## config.mk

```make
export PLATFORM = sky130hd
export DESIGN_NAME = two_wire_slave
export DESIGN_NICKNAME = d
export VERILOG_FILES = /design/src/two_wire_slave_pkg.sv /design/src/two_wire_slave.sv
export VERILOG_INCLUDE_DIRS = /design/src
export SDC_FILE = /design/constraint.sdc
export NUM_CORES = 1
export LEC_CHECK = 0
export BUFFER_PORTS_ARGS = -buffer_cell sky130_fd_sc_hd__clkbuf_2
export CORE_ASPECT_RATIO = 1.75
export CORE_UTILIZATION = 50
export DETAILED_ROUTE_END_ITERATION = 10
export PLACE_DENSITY = 0.74
export SLEW_MARGIN = 10
export SYNTH_ARGS = -nofsm -noshare
export SYNTH_HDL_FRONTEND = slang
export SYNTH_SLANG_ARGS = --single-unit
```

## constraint.sdc

```tcl
create_clock -name core_clk -period 3.78 [get_ports core_clk]
set_input_delay 0.378 -clock core_clk [delete_from_list [all_inputs] [get_ports core_clk]]
set_output_delay 0.378 -clock core_clk [all_outputs]
set_load 0.02 [all_outputs]
```

## src/two_wire_slave_defines.svh

```systemverilog
// register indices, field positions, command codes and reset values for the two-wire slave
// Functional notes
// - byte done flag set on completed byte
// - writing one clears byte done flag
// - data access or valid command clears it
// - match or halt flag on address/stop
// - match flag cleared like byte done
// - set flag stretches SCL, shown read-only
// - keep last master acknowledge bit
// - conflict sets flag, stop driving SDA low
// - collision still completes byte and flags
// - conflict cleared by one or start
// - misplaced start/stop sets protocol fault
// - fault detection needs master unit enabled
// - direction bit from last address byte
// - cause bit: stop zero, address one
// - own id upper bits, bit0 general call
// - data port is shifter, writes blocked while busy
// - data access while stretched starts operation
// - mask bits force address bit match
// - second match select: two addresses
// - stop sets flag only when enabled
// - match all select accepts every address
// - response choice: zero ACK, one NACK
// - command strobes read zero, 2/3 codes
`ifndef TWO_WIRE_SLAVE_DEFINES_SVH
`define TWO_WIRE_SLAVE_DEFINES_SVH

`define IDX_MASTER_CTRL   6'h03
`define IDX_CTRL_A        6'h09
`define IDX_CTRL_B        6'h0A
`define IDX_FLAGS         6'h0B
`define IDX_OWN_ID        6'h0C
`define IDX_SHIFT         6'h0D
`define IDX_MASK          6'h0E

`define FLG_BYTE_DONE     7
`define FLG_MATCH_HALT    6
`define FLG_CONFLICT      3
`define FLG_FAULT         2

`define CA_ENABLE         0
`define CA_MATCH_ALL      2
`define CA_HALT_EN        5
`define CA_WR_MASK        8'hE7
`define CB_RESPONSE       2

`define CMD_COMPLETE      2'h2
`define CMD_RESPOND       2'h3
`define GENERAL_CALL      7'h00
`define REG_RESET         8'h00

`endif

```

## src/two_wire_slave_pkg.sv

```systemverilog
// types shared by the two-wire slave
package two_wire_slave_pkg;

  typedef enum logic [6:0] {
    ST_IDLE = 7'h01,
    ST_ADDR = 7'h02,
    ST_WAIT = 7'h04,
    ST_ACK  = 7'h08,
    ST_RX   = 7'h10,
    ST_TX   = 7'h20,
    ST_MACK = 7'h40
  } phase_t;

  typedef enum logic [1:0] {
    WK_ADDR = 2'h0,
    WK_RX   = 2'h1,
    WK_TX   = 2'h2
  } wait_kind_t;

  typedef struct packed {
    logic        psel;
    logic        penable;
    logic        pwrite;
    logic [7:0]  paddr;
    logic [31:0] pwdata;
  } apb_req_t;

endpackage

```

## src/two_wire_slave.sv

```systemverilog
// two-wire slave: status flags, address match, data shifter and APB registers
//
// The APB slave port was decided locally.
`timescale 1ns/1ps
`default_nettype none
`include "two_wire_slave_defines.svh"

module two_wire_slave
  import two_wire_slave_pkg::*;
(
  // clock and reset
  input  wire logic        core_clk,
  input  wire logic        resetn,
  // apb slave
  input  wire apb_req_t    apb_req,
  output var  logic        pready,
  output var  logic [31:0] prdata,
  output var  logic        pslverr,
  // bus lines, open drain
  input  wire logic        scl_in,
  output var  logic        scl_out,
  output var  logic        scl_oe,
  input  wire logic        sda_in,
  output var  logic        sda_out,
  output var  logic        sda_oe
);

  // ---------------- synchronisers ----------------
  logic scl_s1_reg, scl_s2_reg, scl_d_reg;
  logic sda_s1_reg, sda_s2_reg, sda_d_reg;

  always_ff @(posedge core_clk)
  begin
    if (!resetn)
    begin
      scl_s1_reg <= 1'b1;
      scl_s2_reg <= 1'b1;
      scl_d_reg  <= 1'b1;
      sda_s1_reg <= 1'b1;
      sda_s2_reg <= 1'b1;
      sda_d_reg  <= 1'b1;
    end
    else
    begin
      scl_s1_reg <= scl_in;
      scl_s2_reg <= scl_s1_reg;
      scl_d_reg  <= scl_s2_reg;
      sda_s1_reg <= sda_in;
      sda_s2_reg <= sda_s1_reg;
      sda_d_reg  <= sda_s2_reg;
    end
  end

  logic scl_rise, scl_fall, start_det, stop_det;
  assign scl_rise  = scl_s2_reg & ~scl_d_reg;
  assign scl_fall  = ~scl_s2_reg & scl_d_reg;
  assign start_det = scl_s2_reg & scl_d_reg & sda_d_reg & ~sda_s2_reg;
  assign stop_det  = scl_s2_reg & scl_d_reg & ~sda_d_reg & sda_s2_reg;

  // ---------------- registers ----------------
  logic [7:0] ctrl_a_reg;
  logic       response_choice_reg;
  logic       master_en_reg;
  logic [7:0] own_station_id_reg;
  logic [7:0] second_match_mask_reg;
  logic [7:0] shift_reg;
  logic       byte_done_reg, match_halt_reg, conflict_reg, fault_reg;
  logic       dir_reg, cause_reg, last_resp_reg, ack_bit_reg, pready_reg;
  logic       addressed_reg;
  logic [3:0] cnt_reg;
  phase_t     state_reg, ack_next_reg;
  wait_kind_t wk_reg;

  // ---------------- apb decode ----------------
  logic       acc, wr, rd, busy, wr_flags, wr_b, cmd_valid, data_wr, data_rd;
  logic       sw_clear, go, done, hold_req, slave_en;
  logic [5:0] idx;
  logic [1:0] cmd;

  assign acc       = apb_req.psel & apb_req.penable & pready_reg;
  assign idx       = apb_req.paddr[7:2];
  assign wr        = acc & apb_req.pwrite;
  assign rd        = acc & ~apb_req.pwrite;
  assign cmd       = apb_req.pwdata[1:0];
  assign wr_flags  = wr & (idx == `IDX_FLAGS);
  assign wr_b      = wr & (idx == `IDX_CTRL_B);
  // codes 2 and 3 are the valid commands
  assign cmd_valid = wr_b & cmd[1];
  assign busy      = (state_reg == ST_ADDR) | (state_reg == ST_RX) | (state_reg == ST_TX)
                   | (state_reg == ST_ACK) | (state_reg == ST_MACK);
  assign data_wr   = wr & (idx == `IDX_SHIFT);
  assign data_rd   = rd & (idx == `IDX_SHIFT);
  // flag clears on data access or command
  assign sw_clear  = data_wr | data_rd | cmd_valid;
  // access while stretched starts next step
  assign go        = (state_reg == ST_WAIT) & (data_wr | data_rd | (wr_b & cmd == `CMD_RESPOND));
  assign done      = (state_reg == ST_WAIT) & wr_b & (cmd == `CMD_COMPLETE);
  assign hold_req  = (state_reg == ST_WAIT) & (byte_done_reg | (match_halt_reg & cause_reg));
  assign slave_en  = ctrl_a_reg[`CA_ENABLE];

  function automatic logic addr_hit(input logic [6:0] a, input logic [7:0] own,
                                    input logic [7:0] msk, input logic all);
    logic gc;
    gc = own[0] & (a == `GENERAL_CALL);
    if (all)
      addr_hit = 1'b1;
    else if (msk[0])
      addr_hit = gc | (a == own[7:1]) | (a == msk[7:1]);
    else
      addr_hit = gc | (((a ^ own[7:1]) & ~msk[7:1]) == 7'h00);
  endfunction

  // ---------------- configuration registers ----------------
  always_ff @(posedge core_clk)
  begin
    if (!resetn)
    begin
      ctrl_a_reg            <= `REG_RESET;
      response_choice_reg   <= 1'b0;
      master_en_reg         <= 1'b0;
      own_station_id_reg    <= `REG_RESET;
      second_match_mask_reg <= `REG_RESET;
    end
    else if (wr)
    begin
      case (idx)
        `IDX_CTRL_A:      ctrl_a_reg <= apb_req.pwdata[7:0] & `CA_WR_MASK;
        // response choice is a plain bit
        `IDX_CTRL_B:      response_choice_reg <= apb_req.pwdata[`CB_RESPONSE];
        `IDX_MASTER_CTRL: master_en_reg <= apb_req.pwdata[0];
        `IDX_OWN_ID:      own_station_id_reg <= apb_req.pwdata[7:0];
        `IDX_MASK:        second_match_mask_reg <= apb_req.pwdata[7:0];
        default:          ;
      endcase
    end
  end

  // ---------------- protocol engine and flags ----------------
  logic [7:0] rx_byte;
  logic       mid_byte;
  assign rx_byte  = {shift_reg[6:0], sda_s2_reg};
  assign mid_byte = (cnt_reg != 4'h0)
                  & ((state_reg == ST_ADDR) | (state_reg == ST_RX) | (state_reg == ST_TX));

  always_ff @(posedge core_clk)
  begin
    if (!resetn)
    begin
      state_reg      <= ST_IDLE;
      ack_next_reg   <= ST_IDLE;
      wk_reg         <= WK_ADDR;
      cnt_reg        <= 4'h0;
      shift_reg      <= `REG_RESET;
      byte_done_reg  <= 1'b0;
      match_halt_reg <= 1'b0;
      conflict_reg   <= 1'b0;
      fault_reg      <= 1'b0;
      dir_reg        <= 1'b0;
      cause_reg      <= 1'b0;
      last_resp_reg  <= 1'b0;
      ack_bit_reg    <= 1'b0;
      addressed_reg  <= 1'b0;
    end
    else
    begin
      // clears come first so a same-cycle set wins
      // write one clears byte done
      if ((wr_flags & apb_req.pwdata[`FLG_BYTE_DONE]) | sw_clear)
        byte_done_reg <= 1'b0;
      if ((wr_flags & apb_req.pwdata[`FLG_MATCH_HALT]) | sw_clear)
        match_halt_reg <= 1'b0;
      if (wr_flags & apb_req.pwdata[`FLG_CONFLICT])
        conflict_reg <= 1'b0;
      if (wr_flags & apb_req.pwdata[`FLG_FAULT])
        fault_reg <= 1'b0;
      if (data_wr & ~busy)
        shift_reg <= apb_req.pwdata[7:0];

      case (state_reg)
        ST_ADDR:
        begin
          if (scl_rise)
          begin
            shift_reg <= rx_byte;
            cnt_reg   <= cnt_reg + 4'h1;
            if (cnt_reg == 4'h7)
            begin
              if (addr_hit(rx_byte[7:1], own_station_id_reg, second_match_mask_reg,
                           ctrl_a_reg[`CA_MATCH_ALL]))
              begin
                dir_reg        <= rx_byte[0];
                match_halt_reg <= 1'b1;
                cause_reg      <= 1'b1;
                addressed_reg  <= 1'b1;
                wk_reg         <= WK_ADDR;
                state_reg      <= ST_WAIT;
              end
              else
                state_reg <= ST_IDLE;
            end
          end
        end
        ST_WAIT:
        begin
          cnt_reg <= 4'h0;
          if (go)
          begin
            if (wk_reg == WK_TX)
              // a master NACK ends the read
              state_reg <= last_resp_reg ? ST_IDLE : ST_TX;
            else
            begin
              ack_bit_reg  <= response_choice_reg;
              state_reg    <= ST_ACK;
              if (response_choice_reg)
                ack_next_reg <= ST_IDLE;
              else if ((wk_reg == WK_ADDR) & dir_reg)
                ack_next_reg <= ST_TX;
              else
                ack_next_reg <= ST_RX;
            end
          end
          else if (done)
          begin
            // completion: acknowledge a write, then wait for start; a read goes straight to idle
            if (~dir_reg & (wk_reg != WK_TX))
            begin
              ack_bit_reg  <= response_choice_reg;
              ack_next_reg <= ST_IDLE;
              state_reg    <= ST_ACK;
            end
            else
              state_reg <= ST_IDLE;
          end
        end
        ST_ACK:
        begin
          if (scl_rise & ack_bit_reg & ~sda_s2_reg)
            conflict_reg <= 1'b1;
          if (scl_fall)
          begin
            state_reg <= ack_next_reg;
            cnt_reg   <= 4'h0;
          end
        end
        ST_RX:
        begin
          if (scl_rise)
          begin
            shift_reg <= rx_byte;
            cnt_reg   <= cnt_reg + 4'h1;
            if (cnt_reg == 4'h7)
            begin
              byte_done_reg <= 1'b1;
              wk_reg        <= WK_RX;
              state_reg     <= ST_WAIT;
            end
          end
        end
        ST_TX:
        begin
          if (scl_rise)
          begin
            if (shift_reg[7] & ~sda_s2_reg)
              conflict_reg <= 1'b1;
            cnt_reg <= cnt_reg + 4'h1;
          end
          if (scl_fall)
          begin
            shift_reg <= {shift_reg[6:0], 1'b1};
            if (cnt_reg == 4'h8)
              state_reg <= ST_MACK;
          end
        end
        ST_MACK:
        begin
          if (scl_rise)
          begin
            last_resp_reg <= sda_s2_reg;
            // byte sent, even after a conflict
            byte_done_reg <= 1'b1;
            wk_reg        <= WK_TX;
            state_reg     <= ST_WAIT;
          end
        end
        ST_IDLE:  ;
        default:  state_reg <= ST_IDLE;
      endcase

      // misplaced start or stop, master unit on
      if (master_en_reg & (((start_det | stop_det) & mid_byte)
                           | (stop_det & (state_reg == ST_ADDR) & (cnt_reg == 4'h0))))
        fault_reg <= 1'b1;
      if (start_det & slave_en)
      begin
        state_reg    <= ST_ADDR;
        cnt_reg      <= 4'h0;
        conflict_reg <= 1'b0;
        addressed_reg <= 1'b0;
      end
      if (stop_det)
      begin
        state_reg <= ST_IDLE;
        addressed_reg <= 1'b0;
        // stop flag only when enabled
        // keyed to being addressed, not phase: a NACKed byte leaves the phase idle
        if (slave_en & ctrl_a_reg[`CA_HALT_EN] & addressed_reg)
        begin
          match_halt_reg <= 1'b1;
          cause_reg      <= 1'b0;
        end
      end
    end
  end

  // ---------------- line drivers ----------------
  always_ff @(posedge core_clk)
  begin
    if (!resetn)
    begin
      scl_oe  <= 1'b0;
      sda_oe  <= 1'b0;
      scl_out <= 1'b0;
      sda_out <= 1'b0;
    end
    else
    begin
      // hold SCL low once the master drops it
      scl_oe  <= hold_req & (scl_oe | ~scl_s2_reg);
      // no low drive after a conflict
      sda_oe  <= ~conflict_reg & (((state_reg == ST_ACK) & ~ack_bit_reg)
                                | ((state_reg == ST_TX) & ~shift_reg[7]));
      scl_out <= 1'b0;
      sda_out <= 1'b0;
    end
  end

  // ---------------- apb answer ----------------
  logic [7:0] rd_byte;
  logic       mapped;

  always_comb
  begin
    rd_byte = 8'h00;
    mapped  = 1'b1;
    case (idx)
      `IDX_MASTER_CTRL: rd_byte = {7'h00, master_en_reg};
      `IDX_CTRL_A:      rd_byte = ctrl_a_reg;
      `IDX_CTRL_B:      rd_byte = {5'h00, response_choice_reg, 2'h0};
      `IDX_FLAGS:       rd_byte = {byte_done_reg, match_halt_reg, scl_oe, last_resp_reg,
                                   conflict_reg, fault_reg, dir_reg, cause_reg};
      `IDX_OWN_ID:      rd_byte = own_station_id_reg;
      `IDX_SHIFT:       rd_byte = shift_reg;
      `IDX_MASK:        rd_byte = second_match_mask_reg;
      default:          mapped  = 1'b0;
    endcase
  end

  // one wait state: pready rises in the second access cycle
  always_ff @(posedge core_clk)
  begin
    if (!resetn)
    begin
      pready_reg <= 1'b0;
      pslverr    <= 1'b0;
      prdata     <= 32'h0000_0000;
    end
    else
    begin
      pready_reg <= apb_req.psel & apb_req.penable & ~pready_reg;
      pslverr    <= apb_req.psel & apb_req.penable & ~pready_reg & ~mapped;
      prdata     <= {24'h00_0000, rd_byte};
    end
  end

  assign pready = pready_reg;

endmodule // two_wire_slave

`default_nettype wire

```

Word level (Yosys, flattened, before mapping)
Cells that the tools add are included.
{"block": "totals", "inputBits": 47, "regBits": 103}
{"block": "op_classes", "n_reduce_logical": 28, "eq_ne": 44, "n_bitwise": 81, "add_sub_neg": 1, "muxes": 73}
{"op": "$mux W7", "count": 14}
{"op": "$pmux W8 S7", "count": 1}
{"op": "$pmux W7 S7", "count": 1}
{"op": "$and A1 B1 Y1", "count": 47}
{"op": "$eq A6 B4 Y1 const B", "count": 6}
{"op": "$mux W1", "count": 34}
{"op": "$mux W6", "count": 4}
{"op": "$mux W8", "count": 3}
{"op": "$ne A2 B2 Y1 const B", "count": 11}
{"op": "$reduce_and A10 Y1", "count": 2}
{"op": "$or A1 B1 Y1", "count": 17}
{"op": "$pmux W8 S2", "count": 1}
{"op": "$eq A7 B7 Y1", "count": 2}
{"op": "$logic_not A7 Y1", "count": 2}
{"op": "$mux W2", "count": 7}
{"op": "$not A1 Y1", "count": 14}
{"op": "$mux W4", "count": 3}
{"op": "$ne A3 B2 Y1 const B", "count": 4}
{"op": "$ne A3 B3 Y1 const B", "count": 4}
{"op": "$pmux W4 S3", "count": 1}
{"op": "$reduce_and A2 Y1", "count": 6}
{"op": "$reduce_and A4 Y1", "count": 2}
{"op": "$and A7 B7 Y7", "count": 1}
{"op": "$eq A7 B1 Y1 const B", "count": 1}
{"op": "29 further kinds", "count": 39}

Depth between registers and ports, before layout
Gate-level depths: netlist (run 1).
{"block": "depth", "ltp_word": 16, "ltp_mapped": 9, "ltp_nobuf": 9}

Worst setup path before layout (run 1)
No wires, ideal clock.
{"block": "synth_timing", "path_type": "register to register", "from": "register state_reg[1]", "to": "register ack_next_reg[4]", "required_time_ps": 3662, "synth_period_minus_slack_ps": 2206, "slack_ps": 1574, "stages_incl_launch_ff": 9, "arrival_ps": 2087, "setup_ps": 118, "path_buffers": 1, "cell_sequence": "dfxtp_1 buf_4 or3_4 or4b_4 nor2_4 nand2_2 a311o_1 a22oi_1 nor2b_1"}
{"block": "synth_via", "elab_chain_len": 5, "elab_cells_between_ends": 9, "classes_between": "eq/ne: 2; mux: 1; bitwise: 3; reduce/logical: 3"}
{"element": "start: declaration", "line": "two_wire_slave.sv:71", "source": "phase_t state_reg, ack_next_reg;"}
{"element": "start signal: assignment", "line": "two_wire_slave.sv:210", "source": "state_reg <= last_resp_reg ? ST_IDLE : ST_TX;"}
{"element": "start signal: assignment", "line": "two_wire_slave.sv:242", "source": "state_reg <= ack_next_reg;"}
{"element": "$eq A7 B3 Y1 (*)", "line": "two_wire_slave.sv:96, two_wire_slave.sv:97, two_wire_slave.sv:179"}
{"element": "$and A1 B1 Y1 (2 in a row)", "line": "two_wire_slave.sv:97", "source": "assign done = (state_reg == ST_WAIT) & wr_b & (cmd == `CMD_COMPLETE);"}
{"element": "$reduce_bool A2 Y1 (no line)"}
{"element": "$reduce_and A4 Y1 (no line)"}
{"element": "end signal: assignment", "line": "two_wire_slave.sv:150", "source": "ack_next_reg <= ST_IDLE;"}
{"element": "end signal: assignment", "line": "two_wire_slave.sv:216", "source": "ack_next_reg <= ST_IDLE;"}
{"element": "end signal: assignment", "line": "two_wire_slave.sv:218", "source": "ack_next_reg <= ST_TX;"}
{"element": "end: declaration", "line": "two_wire_slave.sv:71"}
Mark *: on every way between the ends. The rest lies on a longest branch, timed or not.
A chain may end at the register's enable or synchronous reset.

Worst setup path after layout (run 1)
{"block": "layout_timing", "from": "register state_reg[2]", "to": "register fault_reg"}
{"block": "layout_via", "elab_chain_len": 8, "elab_cells_between_ends": 13, "classes_between": "eq/ne: 3; mux: 1; bitwise: 8; reduce/logical: 1"}
{"element": "$eq A7 B2 Y1 or $eq A7 B5 Y1 (tied branches)", "line": "two_wire_slave.sv:143, two_wire_slave.sv:292"}
{"element": "$or A1 B1 Y1 (2 in a row)", "line": "two_wire_slave.sv:143", "source": "& ((state_reg == ST_ADDR) | (state_reg == ST_RX) | (state_reg == ST_TX));"}
{"element": "$and A1 B1 Y1", "line": "two_wire_slave.sv:143"}
{"element": "$and A1 B1 Y1", "line": "two_wire_slave.sv:291", "source": "if (master_en_reg & (((start_det | stop_det) & mid_byte)"}
{"element": "$or A1 B1 Y1 (*)", "line": "two_wire_slave.sv:292", "source": "| (stop_det & (state_reg == ST_ADDR) & (cnt_reg == 4'h0))))"}
{"element": "$and A1 B1 Y1 (*)", "line": "two_wire_slave.sv:291"}
{"element": "$mux W1 or $reduce_bool A2 Y1 (tied branches)"}
{"element": "end signal: assignment", "line": "two_wire_slave.sv:157", "source": "fault_reg <= 1'b0;"}
{"element": "end signal: assignment", "line": "two_wire_slave.sv:175", "source": "fault_reg <= 1'b0;"}
{"element": "end signal: assignment", "line": "two_wire_slave.sv:293", "source": "fault_reg <= 1'b1;"}
{"element": "end: declaration", "line": "two_wire_slave.sv:67", "source": "logic byte_done_reg, match_halt_reg, conflict_reg, fault_reg;"}
Marked as above.

==> results of run 1 <==
power breakdown:
part | total [W] | switching (W) | internal, W
Clock | 0.000823 | 0.000343 | 0.000481
Combinational | 0.0000864 | 0.0000634 | 0.0000231
Sequential | 0.000797 | 0.00000312 | 0.000794
cells in the final DEF, fill, tap and decap left out, types with 3 or more instances in the layout:
master	n
clkbuf_16	9
o21ai_0	21
nand3_1	10
xor2_1	7
a21boi_0	9
o21a_1	3
nor4_1	3
nor4b_1	5
inv_1	9
a22oi_1	6
a31oi_1	3
nor3_1	9
buf_4	4
conb_1	26
clkbuf_2	32
a222oi_1	8
nand2b_1	16
nor2_1	28
mux2_2	9
nor2b_1	25
nor3b_1	3
a21oi_1	20
xnor2_1	12
mux2i_1	28
dfxtp_1	75
nand4_1	10
nand2_1	62
synthesized netlist by cell type, types with 5 or more instances:
library cell   n
clkbuf_1      23
a222oi_1       8
a21boi_0       9
dfxtp_1       75
a22oi_1        6
nand2b_1      16
nand3_1       10
a21oi_1       20
mux2i_1       28
nor3_1         9
nand2_1       62
inv_1          9
buf_4         27
nor2_1        28
nor4b_1        5
xnor2_1       12
nand4_1       10
mux2_2         9
o21ai_0       21
nor2b_1       25
xor2_1         7
through the flow:
step,setup WS (ns),utilization (%),hold WS (ns),total power (W),instances
after floorplan,1.574,-,0.3863,0.0008906,506
after global placement,1.314,52.73,0.3890,0.0008992,579
after detailed placement,1.275,52.73,0.3940,0.0009001,579
after CTS,1.353,56.37,0.2023,0.001723,595
after global routing,1.083,56.37,0.2096,0.001758,595
final,1.329,56.37,0.2111,0.001707,595
kinds of logic (layout without fill, tap and decap cells):
kind of cell / count (synthesis) / in the layout
compound gates: 88 / 88
xor+xnor: 19 / 19
fa+ha+maj: 2 / 2
buf+inv: 62 / 61
flops: 75 / 75
mux: 37 / 37
other cells: 1 / 26
simple gates: 197 / 197
how the worst min path moves through the flow:
stage | depth (start not counted) | slack, ns | to | startpoint
3_5_place_dp | 1 | 0.39 | scl_s2_reg$_SDFF_PN1_ | scl_s1_reg$_SDFF_PN1_
3_3_place_gp | 1 | 0.39 | sda_s2_reg$_SDFF_PN1_ | sda_s1_reg$_SDFF_PN1_
2_1_floorplan | 1 | 0.39 | scl_s2_reg$_SDFF_PN1_ | scl_s1_reg$_SDFF_PN1_
4_1_cts | 2 | 0.20 | scl_s1_reg$_SDFF_PN1_ | scl_in
5_1_grt | 2 | 0.21 | sda_s1_reg$_SDFF_PN1_ | sda_in
6_report | 2 | 0.21 | scl_s1_reg$_SDFF_PN1_ | scl_in
area by class of cell:
class	count	share of cell area [%]
Multi-Input combinational cell	369	52.32
Sequential cell	75	33.68
Clock buffer	11	5.669
Timing Repair Buffer	36	4.266
Tap cell	90	2.526
Clock inverter	5	0.7859
Inverter	9	0.7578
per-layer routing:
metal  part of all wire, %  up-vias  wire length (um)  GRT usage [%]
met1                    37     1632              3882          25.64
met4                   4.4        0               460          16.00
met5                     0        -                 0              0
met2                    54      127              5709          46.43
li1                      -     1677                 -              -
met3                   4.4       40               463          5.294
==> qor.csv, run 1 <==
metric,value,unit
status,"finished, final reports clean",
n_fill_cell,729,
slew_headroom,42.59,%
via_count,3476,
detail-route-antenna-nets,0,
fmax,0.4080,GHz
syn_area,4083,sq um
cts_max_level,3,
clk_latency,0.35,ns
fin_crit,2.451,ns
final_hold_viol_count,0,
avgSynthCellArea,8.488,sq um
max_stage_delay,0.75,ns
netlist_top_cells_area,"dfxtp_1 (37%), mux2i_1 (6.9%), nand2_1 (5.7%)",
setup_violations,0,
synth_mux_area_share,9.347,%
synth_fa_ha_area_share,0.6129,%
cp-endpoint,fault_reg$_SDFFE_PN0P_,
finalCritPeriodShare,64.85,%
numCtsBuffers,9,
cts_sinks,75,
critPathSlowestCell,a2111oi_0,
syn_to_final_growth,9.194,%
critPathTopFamily,compound AO/OA/AOI/OAI gates,
ys.flop_type,dfxtp_1,
synth_top_area_share,36.78,%
yosys.area_share.simple,26.20,%
crit_path_end_kind,flip-flop,
netlist_instances,481,
postSynth.asyncResetShare,0,%
synth-xor-area-share,4.076,%
regArea,1501,sq um
rsz0062_at_grt,no,
dr.pass1.iters,7,
worst_r2r_endpoint,fault_reg$_SDFFE_PN0P_,
routabilityCongestion,0.9440,
cp_data_arrival_time,2.72,ns
cts_root_buffer,clkbuf_16,
r2r_cells,6,
synth_top_family_by_area,simple AND/OR/NAND/NOR gates,
critPathKind,flip-flop to flip-flop,
wl,10520,um
die_h,121.5,um
final_area,4458,sq um
cp-start-kind,flip-flop,
hpwl,7955,um
synth_compound_area_share,14.50,%
dieArea,8545,sq um
die_w,70.31,um
ys_ff_latch,75,
cpMostUsedCell,o21ai_0,
max-cap-violations,0,
synth-edff-count,0,
place_area,4170,sq um
grt_pass1_vias,3263,
grt_pass1_wl,16470,um
skew,0.009105,ns
r2r_slack,1.33,ns
yosysTopAreaCell,dfxtp_1,
grt_max_degree,56,
coreArea,7909,sq um
slew_viol_final,0,
postCtsSetupBuffers,0,
routed_wire_length_per_instance,17.67,um
holdBufCountCts,0,
portBuffers,32,
p_leak,1.659,nW
critPathRequiredTime,4.05,ns
drtIter0Drc,299,
peakVddDrop,248.9,uV
track_usage,25.37,%
cts_tree,yes,
cp.depth,6,
tns,0,ns
ys_types,63,
crit_start,state_reg[2]$_SDFFE_PP0P_,
worst-path-buf-inv,0,
grt_overflow,0,
drc_errors,0,
antenna_found_initial,0,
synth_warnings,0,
path_max_fanout,7,
fin_nets,549,
ys_seq_area_share,36.78,%
min_path_type,primary input to flip-flop,
post_cts_resized,0,
viasPerCell,5.842,
start_util,51.62,%
multi_input_area,2332,sq um
fp-row-count,43,
timing.rr.start,state_reg[2]$_SDFFE_PP0P_,
clockBufferDepth,2,
power_density,382.9,nW/um^2
path_clk_slew,0.06,ns
diodes,0,
crit_path_cell_trace,"or3_1, a2111oi_0, o21ai_0, nor3b_1, nor2_1, o21ai_0",
ios,85,
drive_above_1_share,15.45,%
worst_pin_slew,0.8394,ns
Note: power is estimated with default switching activity, not from simulation.
==> inputs of run 2 (changes only) <==
- ABC_AREA: unset -> 1
- PLACE_DENSITY: 0.74 -> 0.73
- clock period: 3.78 -> 2.35 ns (I/O delays scaled with it)
==> run 2 against run 1 <==
Core utilization grew 2.0 points; combinational power grew to 6.0 times the previous value; critical path type unchanged; flip-flop and latch count is the same; critical path depth grew 4; largest cell class unchanged.
==> qor.csv, run 2 <==
metric,value,unit,change
final_area,4850,sq um,was 4458 sq um
fmax,0.5562,GHz,was 0.4080 GHz
min_path_type,primary input to flip-flop,,unchanged
syn_area,4297,sq um,was 4083 sq um
place_area,4508,sq um,was 4170 sq um
crit_path_cell_trace,"inv_1, nand2_1, nand3_1, nand2_1, nor2_1, a21oi_1, nand3_1, nand3_1, nand2_1, nand2_1",,"was or3_1, a2111oi_0, o21ai_0, nor3b_1, nor2_1, o21ai_0"
setup_violations,0,,unchanged
skew,0.006670,ns,was 0.009105 ns
track_usage,29.05,%,was 25.37%
holdWs,0.07040,ns,was 0.2111 ns
crit_path_end_kind,flip-flop,,unchanged
via_count,4221,,was 3476
grt_pass1_wl,19760,um,was 16470 um
ys_types,40,,was 63
critPathSlowestCell,dfxtp_1,,was a2111oi_0
ys.flop_type,dfxtp_1,,unchanged
slew_headroom,57.83,%,was 42.59%
r2r_slack,0.55,ns,was 1.33 ns
netlist_top_cells_area,"dfxtp_1 (35%), nand2_1 (10%), a21oi_1 (6.4%)",,"was dfxtp_1 (37%), mux2i_1 (6.9%), nand2_1 (5.7%)"
clockBufferDepth,2,,unchanged
yosys.area_share.simple,33.75,%,was 26.20%
synth_top_area_share,34.94,%,was 36.78%
dr.pass1.iters,6,,was 7
final_common_cell,nand2_1,,was dfxtp_1
routed_wire_length_per_instance,15.76,um,was 17.67 um
fin_cells,777,,was 595
postCtsSetupBuffers,0,,unchanged
worst_pin_slew,0.6318,ns,was 0.8394 ns
crit_start,shift_reg[0]$_SDFF_PN0_,,was state_reg[2]$_SDFFE_PP0P_
cts_root_buffer,clkbuf_16,,unchanged
start_util,51.69,%,was 51.62%
dieArea,8983,sq um,was 8545 sq um
finalCritPeriodShare,76.51,%,was 64.85%
die_h,124.6,um,was 121.5 um
post_cts_resized,0,,unchanged
detail-route-antenna-nets,0,,unchanged
drc_errors,0,,unchanged
cp_data_arrival_time,2.09,ns,was 2.72 ns
cpMostUsedCell,nand2_1,,was o21ai_0
max_stage_delay,0.46,ns,was 0.75 ns
tns,0,ns,unchanged
status,"finished, final reports clean",,unchanged
portBuffers,32,,unchanged
viasPerCell,5.432,,was 5.842
cp-endpoint,state_reg[0]$_SDFFE_PP1P_,,was fault_reg$_SDFFE_PN0P_
yosysTopAreaCell,dfxtp_1,,unchanged
die_w,72.08,um,was 70.31 um
drive_above_1_share,18.28,%,was 15.45%
ys_seq_area_share,34.94,%,was 36.78%
routabilityCongestion,0.9741,,was 0.9440
synth-edff-count,0,,unchanged
path_max_fanout,6,,was 7
critPathKind,flip-flop to flip-flop,,unchanged
final_hold_viol_count,0,,unchanged
timing.rr.start,shift_reg[0]$_SDFF_PN0_,,was state_reg[2]$_SDFFE_PP0P_
netlist_instances,618,,was 481
rsz0062_at_grt,no,,unchanged
grt_overflow,0,,unchanged
numCtsBuffers,9,,unchanged
critPathRequiredTime,2.64,ns,was 4.05 ns
avgSynthCellArea,6.952,sq um,was 8.488 sq um
fp-row-count,44,,was 43
synth_mux_area_share,0,%,was 9.347%
grt_pass1_vias,4091,,was 3263
cts_max_level,3,,unchanged
synth_warnings,0,,unchanged
power_density,709.6,nW/um^2,was 382.9 nW/um^2
coreArea,8313,sq um,was 7909 sq um
drtIter0Drc,394,,was 299
ios,85,,unchanged
dpl.cell_count,761,,was 579
synth_fa_ha_area_share,0.5824,%,was 0.6129%
cts_sinks,75,,unchanged
r2r_cells,10,,was 6
cp-start-kind,flip-flop,,unchanged
fin_nets,706,,was 549
path_clk_slew,0.06,ns,about the same
diodes,0,,unchanged
grt_max_degree,34,,was 56
ys_ff_latch,75,,unchanged
wl,12250,um,was 10520 um
max-cap-violations,0,,unchanged
syn_to_final_growth,12.87,%,was 9.194%
antenna_found_initial,0,,unchanged
total_power,0.003441,W,was 0.001707 W
p_leak,2.223,nW,was 1.659 nW
holdBufCountCts,0,,unchanged
synth_top_family_by_area,simple AND/OR/NAND/NOR gates,,unchanged
synth-xor-area-share,1.223,%,was 4.076%
peakVddDrop,482.7,uV,was 248.9 uV
worst_r2r_endpoint,state_reg[0]$_SDFFE_PP1P_,,was fault_reg$_SDFFE_PN0P_
cts_tree,yes,,unchanged
synth_common_cells,"nand2_1 (118), dfxtp_1 (75), inv_1 (73)",,"was dfxtp_1 (75), nand2_1 (62), mux2i_1 (28), nor2_1 (28), buf_4 (27)"
synth_compound_area_share,15.90,%,was 14.50%
postSynth.asyncResetShare,0,%,unchanged
min_path_cells,2,,unchanged
slew_viol_final,0,,unchanged
final_cell_mix,"nand2_1 (118), dfxtp_1 (75), inv_1 (73), a21oi_1 (55)",,"was dfxtp_1 (75), nand2_1 (62), clkbuf_2 (32), nor2_1 (28), mux2i_1 (28)"
hpwl,9363,um,was 7955 um
yosysMostFrequentCell,nand2_1,,was dfxtp_1
fin_crit,1.798,ns,was 2.451 ns
clk_latency,0.35,ns,about the same
[run 2: cell types whose count changed in the layout (fill, tap and decap cells not counted), moves of 25 or more]
cell	before	now
nand3_1	10	48
nand2_1	62	118
nor2b_1	25	0
mux2i_1	28	0
inv_1	9	73
a21oi_1	20	55
[run 2: kinds of logic after synthesis]
| kind of cell | count (synthesis) |
|---|---|
| compound gates | 122 |
| xor+xnor | 6 |
| fa+ha+maj | 2 |
| buf+inv | 127 |
| flops | 75 |
| other cells | 1 |
| simple gates | 285 |
[run 2: final cells by class]
| type | count | area (sq um) |
|---|---|---|
| clock buffer | 9 | 225.2 |
| clock inverter | 7 | 116.4 |
| fill | 805 | 3463 |
| inverter | 91 | 341.6 |
| multi-input combinational | 441 | 2308 |
| sequential | 75 | 1501 |
| tap | 115 | 143.9 |
| timing repair buffer | 39 | 212.7 |
[run 2: worst min path at each step]
stage                     startpoint                     to  slack (ns)
2_1_floorplan                 scl_in  scl_s1_reg$_SDFF_PN1_        0.34
3_3_place_gp   scl_s1_reg$_SDFF_PN1_  scl_s2_reg$_SDFF_PN1_        0.39
3_5_place_dp   scl_s1_reg$_SDFF_PN1_  scl_s2_reg$_SDFF_PN1_        0.40
4_1_cts                       sda_in  sda_s1_reg$_SDFF_PN1_        0.07
5_1_grt                       sda_in  sda_s1_reg$_SDFF_PN1_        0.08
6_report                      sda_in  sda_s1_reg$_SDFF_PN1_        0.07
[run 2: routing by layer]
metal | vias up | share of wire, % | global-route usage [%]
li1 | 2055 | - | -
met1 | 1934 | 35 | 28.67
met3 | 58 | 4.7 | 5.502
met4 | 0 | 7.5 | 21.22
met5 | - | 0 | 0
met2 | 174 | 53 | 51.79
[run 2: metrics by stage]
| step | util, % | setup slack [ns] |
|---|---|---|
| 2_1_floorplan | - | 0.7966 |
| 3_3_place_gp | 54.23 | 0.6203 |
| 3_5_place_dp | 54.23 | 0.6013 |
| 4_1_cts | 58.34 | 0.5824 |
| 5_1_grt | 58.34 | 0.3934 |
| 6_report | 58.34 | 0.5521 |
[run 2: worst max-delay path, delay by kind of cell, from the launching register on]
kind	cells	cell delay, ns
buffers and inverters	1	0.13
and+or+nand+nor	8	0.91
DFF	1	0.46
AOI/OAI and AO/OA	1	0.23
[run 2: where the power goes]
group	internal [W]	switching, W	leakage, nW
combinational	0.000144	0.000372	1.45
sequential	0.00130	0.0000270	0.606
clock	0.00103	0.000561	0.165
total	0.00248	0.000961	2.22
